<file path="src/inc/drc_map.svh">
// constants for the dram access and refresh controller
// assumes a 25 MHz system clock; included by the design files
`ifndef DRC_MAP_SVH
`define DRC_MAP_SVH

`define DRC_CLK_PERIOD_NS      40
`define DRC_ROW_MAX            8'hff
`define DRC_ROW_RESET          8'h00
// refresh interval per row, in ns, one entry per rate; fast serves three of the four lookup slots
`define DRC_INTERVAL_FAST_NS   15000
`define DRC_INTERVAL_SLOW_NS   30000
`define DRC_INTERVAL_FAST_CYC  ((`DRC_INTERVAL_FAST_NS) / (`DRC_CLK_PERIOD_NS))
`define DRC_INTERVAL_SLOW_CYC  ((`DRC_INTERVAL_SLOW_NS) / (`DRC_CLK_PERIOD_NS))
// row strobe low time of a refresh cycle, in clocks
`define DRC_REF_RAS_CYC        3
`define DRC_REF_RAS_LONG_CYC   4
`define DRC_TIMER_RESET        10'h000

`endif

</file>
<file path="src/inc/drc_pkg.sv">
// types shared by the dram controller files
// assumes drc_map.svh sits on the include path
package drc_pkg;

    typedef enum logic [1:0] {
        DRC_DISTRIBUTED,
        DRC_TRANSPARENT,
        DRC_CYCLE_STEAL
    } drc_mode_t;

    typedef struct packed {
        drc_mode_t  mode;
        logic [9:0] interval;
        logic [2:0] ras_cycles;
    } drc_cfg_t;

    typedef struct packed {
        logic       wait_timing_strap;
        logic       rate_strap_1;
        logic       rate_strap_0;
    } drc_straps_t;

    typedef struct packed {
        logic [7:0] row_addr_in;
        logic [7:0] col_addr_in;
        logic       chip_select_n;
        logic       bank_select;
    } drc_latch_t;

endpackage

</file>
<file path="src/design/drc_strap_decode.sv">
// strap lookup: turns the three strap pins into refresh mode, rate, timing
// assumes straps are static after power up
`timescale 1ns/1ns
`default_nettype none
`include "drc_map.svh"

module drc_strap_decode
    import drc_pkg::*;
(
    input  wire drc_straps_t straps,
    output drc_cfg_t         cfg
);

    // mode from the two rate straps, timing from the wait strap
    always_comb begin
        cfg = '0;
        unique case ({straps.rate_strap_1, straps.rate_strap_0})
            2'b00: begin
                cfg.mode     = DRC_DISTRIBUTED;
                cfg.interval = 10'(`DRC_INTERVAL_FAST_CYC);
            end
            2'b01: begin
                cfg.mode     = DRC_DISTRIBUTED;
                cfg.interval = 10'(`DRC_INTERVAL_SLOW_CYC);
            end
            2'b10: begin
                cfg.mode     = DRC_TRANSPARENT;
                cfg.interval = 10'(`DRC_INTERVAL_FAST_CYC);
            end
            2'b11: begin
                cfg.mode     = DRC_CYCLE_STEAL;
                cfg.interval = 10'(`DRC_INTERVAL_FAST_CYC);
            end
        endcase
        cfg.ras_cycles = straps.wait_timing_strap ?
                         3'(`DRC_REF_RAS_LONG_CYC) : 3'(`DRC_REF_RAS_CYC);
    end

endmodule // drc_strap_decode
`default_nettype wire

</file>
<file path="src/design/drc_refresh_timer.sv">
// refresh interval timer counted in system clocks
// assumes cfg from the strap decoder; restart clears the count
`timescale 1ns/1ns
`default_nettype none
`include "drc_map.svh"

module drc_refresh_timer
    import drc_pkg::*;
(
    input  wire logic sys_clk,
    input  wire logic nrst,
    input  wire logic restart,
    input  wire logic [9:0] interval,
    output logic      expired
);

    logic [9:0] count_reg;
    logic [9:0] count_next;

    always_comb begin
        if (restart) begin
            count_next = `DRC_TIMER_RESET;
        end else if (count_reg >= interval - 10'd1) begin
            count_next = count_reg;
        end else begin
            count_next = count_reg + 10'd1;
        end
    end

    always_ff @(posedge sys_clk or negedge nrst) begin
        if (!nrst) begin
            count_reg <= `DRC_TIMER_RESET;
        end else begin
            count_reg <= count_next;
        end
    end

    assign expired = (count_reg >= interval - 10'd1);

endmodule // drc_refresh_timer
`default_nettype wire

</file>
<file path="src/design/drc_controller.sv">
// dram access and refresh controller: address mux, strobes, refresh
// assumes all inputs synchronous to sys_clk; refresh line open drain
`timescale 1ns/1ns
`default_nettype none
`include "drc_map.svh"

// What this block does
// - memory address comes from sixteen latched address bits, row/col halves
// - row address drives the memory address during the access row phase
// - eight-bit row counter supplies the address on every refresh
// - access and refresh never drive the strobes together
// - latch strobe captures address, chip select and bank select
// - access starts on latch strobe fall only when the chip select input pin is low
// - chip select sampled at trailing edge of latch strobe
// - a selected access drives only the bank-selected row strobe
// - read or write control low switches to column, asserts column strobe
// - first rising latch, read or write edge ends the access
// - outside low edge on refresh line starts refresh, resets timer
// - timer expiry pulls refresh line low and resets timer
// - refresh line held low until refresh row address is out
// - refresh drives both row strobes regardless of bank select
// - cycle-steal mode holds ready low during refresh
// - wait strap high adds one wait state to every memory cycle
// - straps choose refresh mode, rate and timing
// - all refresh timing counts system clocks only
module drc_controller
    import drc_pkg::*;
(
    input  wire logic        sys_clk,
    input  wire logic        nrst,
    input  wire logic [7:0]  row_addr_in,
    input  wire logic [7:0]  col_addr_in,
    input  wire logic        addr_latch_en,
    input  wire logic        chip_select_n,
    input  wire logic        bank_select,
    input  wire logic        read_access_strobe_n,
    input  wire logic        write_access_strobe_n,
    input  wire logic        refresh_request_n_in,
    output logic             refresh_request_n_out,
    output logic             refresh_request_n_oe,
    input  wire drc_straps_t straps,
    output logic [7:0]       mem_addr_out,
    output logic [1:0]       row_strobe_bank_n,
    output logic             col_strobe_n,
    output logic             ready
);

    typedef enum logic [2:0] {
        DRC_IDLE,
        DRC_ROW,
        DRC_COL,
        DRC_REF_ADDR,
        DRC_REF_RAS
    } drc_state_t;

    drc_cfg_t    cfg;
    logic        timer_expired;
    logic        timer_restart;

    drc_state_t  state_reg, state_next;
    drc_latch_t  latch_reg, latch_next;
    logic [7:0]  row_cnt_reg, row_cnt_next;
    logic [2:0]  ras_cnt_reg, ras_cnt_next;
    logic        pend_reg, pend_next;
    logic        drive_req_reg, drive_req_next;
    logic        ale_d_reg, rd_d_reg, wr_d_reg, req_d_reg;
    logic        wait_reg, wait_next;
    logic [7:0]  addr_reg, addr_next;
    logic [1:0]  ras_reg, ras_next;
    logic        cas_reg, cas_next;

    logic ale_rise, ale_fall, rd_rise, wr_rise, req_fall, col_req, end_edge;

    drc_strap_decode u_decode (
        .straps (straps),
        .cfg    (cfg)
    );

    drc_refresh_timer u_timer (
        .sys_clk  (sys_clk),
        .nrst     (nrst),
        .restart  (timer_restart),
        .interval (cfg.interval),
        .expired  (timer_expired)
    );

    // edge detection against last cycle's pin levels
    assign ale_rise = addr_latch_en && !ale_d_reg;
    assign ale_fall = !addr_latch_en && ale_d_reg;
    assign rd_rise  = read_access_strobe_n && !rd_d_reg;
    assign wr_rise  = write_access_strobe_n && !wr_d_reg;
    assign req_fall = !refresh_request_n_in && req_d_reg;
    assign col_req  = !read_access_strobe_n || !write_access_strobe_n;
    assign end_edge = ale_rise || rd_rise || wr_rise;

    always_comb begin
        state_next     = state_reg;
        latch_next     = latch_reg;
        row_cnt_next   = row_cnt_reg;
        ras_cnt_next   = ras_cnt_reg;
        pend_next      = pend_reg;
        drive_req_next = drive_req_reg;
        wait_next      = wait_reg;
        addr_next      = addr_reg;
        ras_next       = ras_reg;
        cas_next       = cas_reg;
        timer_restart  = 1'b0;

        // transparent latch while the strobe is high, frozen on its fall
        if (addr_latch_en) begin
            latch_next.row_addr_in   = row_addr_in;
            latch_next.col_addr_in   = col_addr_in;
            latch_next.chip_select_n = chip_select_n;
            latch_next.bank_select   = bank_select;
        end

        // refresh request: outside edge or own timer; set beats completion
        if (req_fall) begin
            pend_next     = 1'b1;
            timer_restart = 1'b1;
        end
        if (timer_expired && !pend_reg) begin
            pend_next      = 1'b1;
            drive_req_next = 1'b1;
            timer_restart  = 1'b1;
        end

        unique case (state_reg)
            DRC_IDLE: begin
                ras_next = 2'b11;
                cas_next = 1'b1;
                // a refresh already pending wins; a latch fall in the same cycle is dropped
                if (pend_reg) begin
                    state_next = DRC_REF_ADDR;
                    addr_next  = row_cnt_reg;
                end else if (ale_fall && !chip_select_n) begin
                    state_next = DRC_ROW;
                    addr_next  = latch_reg.row_addr_in;
                    ras_next   = latch_reg.bank_select ?
                                 2'b01 : 2'b10;
                    wait_next  = straps.wait_timing_strap;
                end
            end
            DRC_ROW: begin
                wait_next = 1'b0;
                if (end_edge) begin
                    state_next = DRC_IDLE;
                    ras_next   = 2'b11;
                end else if (col_req) begin
                    state_next = DRC_COL;
                    addr_next  = latch_reg.col_addr_in;
                    cas_next   = 1'b0;
                end
            end
            DRC_COL: begin
                if (end_edge) begin
                    state_next = DRC_IDLE;
                    ras_next   = 2'b11;
                    cas_next   = 1'b1;
                end
            end
            DRC_REF_ADDR: begin
                // address is out now, so the request line may be let go
                drive_req_next = 1'b0;
                state_next     = DRC_REF_RAS;
                ras_next       = 2'b00;
                ras_cnt_next   = cfg.ras_cycles;
                wait_next      = straps.wait_timing_strap;
            end
            DRC_REF_RAS: begin
                wait_next = 1'b0;
                if (ras_cnt_reg == 3'd1) begin
                    state_next   = DRC_IDLE;
                    ras_next     = 2'b11;
                    row_cnt_next = row_cnt_reg + 8'd1;
                    if (!(req_fall || (timer_expired && !pend_reg))) begin
                        pend_next = 1'b0;
                    end
                end else begin
                    ras_cnt_next = ras_cnt_reg - 3'd1;
                end
            end
        endcase
    end

    always_ff @(posedge sys_clk or negedge nrst) begin
        if (!nrst) begin
            state_reg     <= DRC_IDLE;
            latch_reg     <= '0;
            row_cnt_reg   <= `DRC_ROW_RESET;
            ras_cnt_reg   <= 3'd0;
            pend_reg      <= 1'b0;
            drive_req_reg <= 1'b0;
            wait_reg      <= 1'b0;
            addr_reg      <= 8'h00;
            ras_reg       <= 2'b11;
            cas_reg       <= 1'b1;
            ale_d_reg     <= 1'b0;
            rd_d_reg      <= 1'b1;
            wr_d_reg      <= 1'b1;
            req_d_reg     <= 1'b1;
        end else begin
            state_reg     <= state_next;
            latch_reg     <= latch_next;
            row_cnt_reg   <= row_cnt_next;
            ras_cnt_reg   <= ras_cnt_next;
            pend_reg      <= pend_next;
            drive_req_reg <= drive_req_next;
            wait_reg      <= wait_next;
            addr_reg      <= addr_next;
            ras_reg       <= ras_next;
            cas_reg       <= cas_next;
            ale_d_reg     <= addr_latch_en;
            rd_d_reg      <= read_access_strobe_n;
            wr_d_reg      <= write_access_strobe_n;
            req_d_reg     <= refresh_request_n_in;
        end
    end

    assign mem_addr_out          = addr_reg;
    assign row_strobe_bank_n     = ras_reg;
    assign col_strobe_n          = cas_reg;
    assign refresh_request_n_out = 1'b0;
    assign refresh_request_n_oe  = drive_req_reg;
    // ready drops for the wait state, and for refresh in cycle-steal mode
    assign ready = !wait_reg &&
                   !((cfg.mode == DRC_CYCLE_STEAL) &&
                     (pend_reg || state_reg == DRC_REF_ADDR ||
                      state_reg == DRC_REF_RAS));

endmodule // drc_controller
`default_nettype wire

</file>
<file path="config.mk">
export PLATFORM = sky130hd
export DESIGN_NAME = drc_controller
export DESIGN_NICKNAME = d
export VERILOG_FILES = /design/src/inc/drc_pkg.sv /design/src/design/drc_strap_decode.sv /design/src/design/drc_refresh_timer.sv /design/src/design/drc_controller.sv
export VERILOG_INCLUDE_DIRS = /design/src /design/src/inc
export SDC_FILE = /design/constraint.sdc
export NUM_CORES = 1
export LEC_CHECK = 0
export ABC_AREA = 1
export BUFFER_PORTS_ARGS = -buffer_cell sky130_fd_sc_hd__buf_2
export CORE_MARGIN = 5
export CORE_UTILIZATION = 58
export DETAILED_ROUTE_END_ITERATION = 10
export GPL_TIMING_DRIVEN = 0
export PLACE_DENSITY = 0.8
export SLEW_MARGIN = 20
export SYNTH_ARGS = -nofsm -noshare
export SYNTH_HDL_FRONTEND = slang
export SYNTH_SLANG_ARGS = --single-unit
</file>
<file path="constraint.sdc">
create_clock -name sys_clk -period 2.2 [get_ports sys_clk]
set_clock_uncertainty 0.1 [all_clocks]
set_input_delay 0.33 -clock sys_clk [delete_from_list [all_inputs] [get_ports sys_clk]]
set_output_delay 0.33 -clock sys_clk [all_outputs]
set_load 0.02 [all_outputs]
</file>
==> flow_summary_export.csv, run 1 <==
group,metric,value,unit
outcome,status,"finished, final reports clean",
final_layout,drive_above_1_share,27.6,%
detailed_routing,dr.pass1.iters,4,
detailed_routing,route.final.wire_length,6750,um
critical_path,slowest_stage,"dlygate4sd3_1",
place,place_congestion,0.843,
clocking,cts_max_level,3,
critical_path,r2r_cells,11,
final_layout,largest_register_ffs,17,
min_path,hold_path_depth,3,
min_path,min-delay-start,"bank_select",
synth,synth_cells,359,
sta,min_period_over_period,92.5,%
clocking,clkLatencyLatePin,350,ps
die,die_area,0.00706,sq mm
synth,ys_ff_latch,59,
critical_path,critPathBufInv,4,
final_layout,regArea,0.00148,sq mm
sta,worst_slack,166,ps
sta,setup_viol,0,
power_and_ir_drop,power_leakage,0.00190,uW
synth,synth.distinct_cells,36,
sta,fin_setup_tns,0,ps
global_route,grt_pass1_vias,2693,
critical_path,endpoint_kind,"flop",
detailed_routing,vias,2589,
synth,ys.flop_type,"dfrtp_1",
die,fp-row-count,27,
die,fp.dieH,84.0,um
global_route,grt_usage,21.2,%
final_layout,diodes,0,
place,dp_cells,470,
final_layout,final_cell_mix,"71 x nand2_1, 53 x dfrtp_1, 45 x inv_1",
synth,syn_avg_cell_area,8.85,sq um
synth,synth_nets,394,
global_route,overflow,0,
sta,relSlewSlack,50.9,%
final_layout,layoutNonFillerInstCount,492,
detailed_routing,drt_iter0_markers,156,
die,core_area,0.00541,sq mm
clocking,cts.clk_slew.worst_paths,80,ps
min_path,hp-class,"input port to flop",
sta,layout_min_cycle_time,2030,ps
power_and_ir_drop,total_power,3790,uW
detailed_routing,antenna_left,0,
final_layout,layout_commonest_cell,"nand2_1",
critical_path,r2r_slack,300,ps
run,cap_violations,0,
min_path,min_to,"latch_reg[0]$_DFFE_PN0P_",
die,initial_core_util,58.8,%
final_layout,area_growth,16.7,%
clocking,clock_sinks,59,
synth,synth_xor_area_share,4.14,%
place,dp_hpwl,4800,um
detailed_routing,wire_per_inst,13.7,um
critical_path,crit_arrival,2200,ps
final_layout,nNetsFinal,450,
global_route,grt_max_degree,60,
synth,synth_top_family_by_area,"simple AND/OR/NAND/NOR gates",
synth,async_flop_share,100,%
place,io_buffer_count,39,
critical_path,r2r_start,"u_timer.count_reg[7]$_DFFE_PN0P_",
clocking,clockBufferDepth,2,
synth,yosysSeqAreaShare,46.7,%
detailed_routing,drcViolationCount,0,
synth,synthAdderAreaFrac,3.15,%
critical_path,worstSetupStartpointType,"input port",
sta,slew_viol_final,0,
critical_path,rr_endpoint,"u_timer.count_reg[9]$_DFFE_PN0P_",
synth,synthMuxAreaShare,4.26,%
clocking,root_buffer,"clkbuf_8",
detailed_routing,viasPerCell,5.26,
critical_path,worst_ep_required_time,2360,ps
critical_path,critical_path.max_fanout,10,
synth,synthSimpleGateAreaFrac,25.3,%
sta,rsz0062_at_grt,"false",
global_route,antenna_found_initial,0,
die,pin_count,41,
final_layout,multiInputGateArea,0.00143,sq mm
sta,max_freq,492,MHz
power_and_ir_drop,peakVddDrop,0.637,mV
final_layout,final.fill_count,422,
place,dp_slack,103,ps
sta,hold_viol,0,
sta,tightest_slew,736,ps
critical_path,cp_slowest_stage_delay,540,ps
critical_path,critical_path_class,"input port to flop",
critical_path,cp_cell_sequence,"dlygate4sd3_1 > buf_2 > clkbuf_2 > nand2_1 > nand2_1 > nor2_2 > nand2_1 > a21oi_4 > buf_6 > nor2_1 > a31oi_1",
synth,yosys_warnings,0,
synth,synth_edf_count,0,
synth,synth_compound_area_share,8.08,%
critical_path,cp_top_family,"buffers and inverters",
clocking,numCtsBuffers,9,
synth,synth_area,0.00318,sq mm
power_and_ir_drop,powerDensity,1020,mW/mm^2
die,die_w,84.0,um
global_route,grt_first_pass_wirelength,12100,um
critical_path,path_common_cell,"nand2_1",
clocking,cts_tree,"built",
per-layer routing:
metal	track usage (%)	vias up	part of all wire, %
li1	-	1288	-
met1	27.2	1227	44
met2	33.9	61	49
met3	5.53	13	5.7
met4	9.21	0	1.7
met5	0	-	0
power breakdown:
part / leakage, uW / internal [uW] / total [uW] / switching (uW)
registers: 0.000721 / 1340 / 1530 / 185
logic: 0.00109 / 517 / 1360 / 844
clock network: 0.0000924 / 438 / 901 / 463
total: 0.00190 / 2300 / 3790 / 1490
worst max-delay path by stage:
| stage | cells after the start | to | slack [ps] | from |
|---|---|---|---|---|
| 6_report | 11 | mem_addr_out[5]$_DFFE_PN0P_ | 170 | addr_latch_en |
| 5_1_grt | 11 | mem_addr_out[5]$_DFFE_PN0P_ | 20 | addr_latch_en |
| 4_1_cts | 5 | ready | 80 | pend_reg$_DFF_PN0_ |
| 3_5_place_dp | 14 | u_timer.count_reg[9]$_DFFE_PN0P_ | 100 | straps[1] |
| 3_3_place_gp | 13 | pend_reg$_DFF_PN0_ | 130 | straps[1] |
| 2_1_floorplan | 12 | pend_reg$_DFF_PN0_ | 410 | straps[1] |
worst min-delay path, stage by stage:
cell and delay [ps]:
buf_2 80, nand2_1 40, o21ai_0 60
area by class of cell:
cell class | instances | share of cell area (%)
plain buffers | 11 | 1.79
repair buffers | 46 | 7.09
inverters | 51 | 5.26
flip-flops and latches | 59 | 40.0
multi-input cells | 237 | 38.6
well taps | 72 | 2.43
clock buffers | 10 | 3.71
clock inverters | 6 | 1.08
Yosys cell counts (all sizes together), types with 9 or more instances:
master / number / area [sq um]
a31oi: 9 / 56.3
dfrtp: 53 / 1330
inv: 50 / 188
mux2: 12 / 135
nand2: 77 / 314
nand3: 25 / 150
nand4: 18 / 113
nor2: 35 / 181
o211ai: 9 / 67.6
o21ai: 9 / 45.0
xor2: 15 / 131
logic make-up (layout without fill, tap and decap cells):
family	Yosys count	in the layout
and+or+nand+nor	162	162
buffers and inverters	63	124
DFF	59	59
AOI/OAI and AO/OA	39	39
xor gates and xnor gates	15	15
muxes	12	12
adders and majority gates	8	8
other	1	1
through the flow:
step | hold slack, ps | area, sq um | utilization (%)
5_1_grt | 106 | 3710 | 68.6
3_3_place_gp | 350 | 3460 | 64.0
3_5_place_dp | 337 | 3460 | 64.1
2_1_floorplan | -65.6 | 3180 | -
4_1_cts | 82.8 | 3690 | 68.2
6_report | 88.6 | 3710 | 68.6
what timing repair did:
action	in CTS	in global routing
buffers inserted	0	2
gates cloned	0	0
setup endpoints to repair	1	3
endpoints found under the hold margin	57	0
pin swaps	0	1
hold buffers	5	0
resized for setup	0	3
Power figures use the tool's default switching activity.
==> run 2: changes to the inputs <==
--- a/config.mk
+++ b/config.mk
@@ -6,13 +6,12 @@
 export SDC_FILE = /design/constraint.sdc
 export NUM_CORES = 1
 export LEC_CHECK = 0
-export ABC_AREA = 1
 export BUFFER_PORTS_ARGS = -buffer_cell sky130_fd_sc_hd__buf_2
 export CORE_MARGIN = 5
-export CORE_UTILIZATION = 58
+export CORE_UTILIZATION = 57
 export DETAILED_ROUTE_END_ITERATION = 10
 export GPL_TIMING_DRIVEN = 0
-export PLACE_DENSITY = 0.8
+export PLACE_DENSITY = 0.79
 export SLEW_MARGIN = 20
 export SYNTH_ARGS = -nofsm -noshare
 export SYNTH_HDL_FRONTEND = slang
==> run 2 against run 1 <==
The flow now finishes with violations (setup timing). Largest cell class is now multi-input gates. Final area increased by 0.34%. Die area decreased by 0.37%. Sequential cell count unchanged. Combinational power decreased by 5%.
==> flow_summary_export.csv, run 2 <==
group,metric,value,unit
sta,relSlewSlack,51.4,%
power_and_ir_drop,internal_power,2440,uW
final_layout,layout_commonest_cell,"dfrtp_1",
critical_path,r2r_start,"u_timer.count_reg[1]$_DFFE_PN0P_",
min_path,hp-class,"input port to flop",
critical_path,critical_path.max_fanout,4,
detailed_routing,route.final.wire_length,6760,um
critical_path,r2r_slack,-10,ps
global_route,grt_first_pass_wirelength,11200,um
synth,synth_nets,328,
die,initial_core_util,59.7,%
synth,yosysTopAreaCell,"dfrtp_1",
clocking,numCtsBuffers,9,
detailed_routing,viasPerCell,5.86,
detailed_routing,highest_layer,"met4",
critical_path,crit_arrival,2360,ps
synth,synth_most_common_cell,"dfrtp_1",
sta,min_period_over_period,100,%
final_layout,diodes,0,
detailed_routing,wl_met1,3050,um
run,cap_violations,0,
synth,synth_edf_count,0,
synth,synth_cells,293,
die,die_w,83.8,um
power_and_ir_drop,powerDensity,1010,mW/mm^2
final_layout,final_cell_mix,"53 x dfrtp_1, 39 x buf_2, 26 x nand2_1",
detailed_routing,drcViolationCount,0,
synth,ys_ff_latch,59,
min_path,hold_path_depth,1,
place,place_congestion,0.861,
power_and_ir_drop,power.switching,1300,uW
place,io_buffer_count,39,
die,fp-row-count,26,
sta,max_freq,452,MHz
global_route,antenna_found_initial,0,
synth,synth.cells.most_frequent,"53 x dfrtp_1, 26 x nand2_1, 25 x mux2_2, 18 x o21ai_0, 14 x inv_1",
final_layout,largest_register_ffs,17,
synth,synth_top_area_share,42.7,%
clocking,cts_max_level,3,
global_route,grt_usage,19.8,%
synth,yosys_warnings,0,
power_and_ir_drop,peakVddDrop,0.686,mV
final_layout,nNetsFinal,382,
outcome,failed_checks,"setup timing",
die,pin_count,41,
synth,yosysSeqAreaShare,47.7,%
min_path,min_to,"wr_d_reg$_DFF_PN1_",
synth,synth.distinct_cells,57,
critical_path,worstSetupStartpointType,"flop",
die,core_area,0.00520,sq mm
synth,ys.flop_type,"dfrtp_1",
clocking,clkLatencyLatePin,340,ps
sta,fin_setup_tns,-10.1,ps
sta,setup_viol,1,
sta,tightest_slew,729,ps
clocking,cts.clk_slew.worst_paths,60,ps
critical_path,r2r_cells,6,
power_and_ir_drop,p_sw_share,34.7,%
synth,syn_avg_cell_area,10.6,sq um
synth,synth_area,0.00311,sq mm
power_and_ir_drop,seq_power_share,40.0,%
critical_path,rr_endpoint,"u_timer.count_reg[4]$_DFFE_PN0P_",
clocking,cts_tree,"built",
sta,worst_slack,-10.1,ps
detailed_routing,drt_iter0_markers,205,
synth,async_flop_share,100,%
sta,layout_min_cycle_time,2210,ps
global_route,overflow,0,
min_path,min-delay-start,"write_access_strobe_n",
final_layout,area_growth,19.7,%
sta,hold_viol,0,
clocking,clock_sinks,59,
die,die_area,0.00703,sq mm
final_layout,final_util,71.5,%
power_and_ir_drop,comb_power_share,34.5,%
detailed_routing,wire_per_inst,16.0,um
place,dp_hpwl,4560,um
clocking,clockBufferDepth,2,
synth,yosys-top-cells-area,"dfrtp_1 43%, mux2_2 9.1%, dfstp_2 5.1%",
final_layout,drive_above_1_share,34.1,%
clocking,root_buffer,"clkbuf_8",
critical_path,critical_path_class,"flop to flop",
outcome,status,"finished with violations",
sta,rsz0062_at_grt,"true",
critical_path,endpoint_kind,"flop",
power_and_ir_drop,power_leakage,0.00169,uW
power_and_ir_drop,clock_power_share,25.5,%
detailed_routing,antenna_left,0,
detailed_routing,wl_met2,3230,um
detailed_routing,vias,2472,
critical_path,worst_ep_required_time,2350,ps
die,fp.dieH,83.8,um
detailed_routing,dr.pass1.iters,4,
global_route,grt_pass1_vias,2374,
sta,slew_viol_final,0,
global_route,grt_max_degree,60,
detailed_routing,met3_length,342,um
==> run 2: cell count changes in the layout (fill, tap and decap cells not counted), sizes merged, moves of 11 or more <==
cell / delta
nand2: -51
inv: -35
nor2: -23
nand3: -15
mux2: +13
xor2: -11
==> run 2: worst max-delay path by stage <==
stage,startpoint,to,slack (ps),cells after the start
2_1_floorplan,straps[1],u_timer.count_reg[4]$_DFFE_PN0P_,30,8
3_3_place_gp,straps[1],u_timer.count_reg[2]$_DFFE_PN0P_,-280,10
3_5_place_dp,straps[1],u_timer.count_reg[8]$_DFFE_PN0P_,-320,10
4_1_cts,u_timer.count_reg[1]$_DFFE_PN0P_,u_timer.count_reg[4]$_DFFE_PN0P_,0.7,6
5_1_grt,u_timer.count_reg[7]$_DFFE_PN0P_,u_timer.count_reg[0]$_DFFE_PN0P_,-90,6
6_report,u_timer.count_reg[1]$_DFFE_PN0P_,u_timer.count_reg[4]$_DFFE_PN0P_,-10,6
==> run 2: power by group through the flow <==
stage	clock, uW	sequential [uW]	combinational (uW)
floorplan	0	1550	779
global placement	0	1490	1130
detailed placement	0	1500	1160
CTS	976	1490	1200
global route	1040	1530	1430
finish	955	1490	1290
==> run 2: per-layer routing <==
metal	GRT usage [%]	up-vias
met5	0	-
met4	7.02	0
met3	4.94	15
met2	30.3	74
met1	27.4	1207
li1	-	1176
==> run 2: cell families after synthesis <==
group | Yosys count | share of synthesized area, %
fa+ha+maj | 10 | 3.86
xor+xnor | 8 | 2.25
simple gates | 90 | 15.5
mux | 35 | 12.3
buf+inv | 27 | 3.90
compound gates | 63 | 14.3
other cells | 1 | 0.121
flops | 59 | 47.7
==> run 2: stage by stage <==
stage | area (sq um) | total power [uW] | std cells | worst slack, ps | hold WS, ps
floorplan | 3110 | 2330 | 293 | 27.4 | -65.6
global placement | 3390 | 2630 | 402 | -276 | 348
detailed placement | 3390 | 2670 | 402 | -321 | 340
CTS | 3630 | 3660 | 420 | 0.704 | 11.8
global route | 3720 | 3990 | 422 | -92.4 | 15.5
finish | 3720 | 3740 | 422 | -10.1 | 33.3
==> run 2: final cells by class <==
cell class | instances | area, sq um
Multi-Input combinational cell | 207 | 1580
Fill cell | 382 | 1490
Sequential cell | 59 | 1480
Timing Repair Buffer | 43 | 245
Clock buffer | 14 | 153
Tap cell | 70 | 87.6
Buffer | 12 | 72.6
Inverter | 15 | 58.8
Clock inverter | 2 | 35.0
==> run 2: critical path, stage by stage (launching register included) <==
cell and delay [ps]:
dfrtp_1 420, ha_1 290, o211ai_1 200, nor2_2 90
o311a_4 320, or4_1 530, a211oi_2 190
==> run 2: timing repair <==
action | CTS | global route
gates cloned | 0 | 0
endpoints found under the setup margin | 18 | 18
hold endpoints to repair | 54 | 0
setup buffers | 0 | 2
gates resized for setup | 6 | 16
hold buffers | 2 | 0
pin swaps | 0 | 7
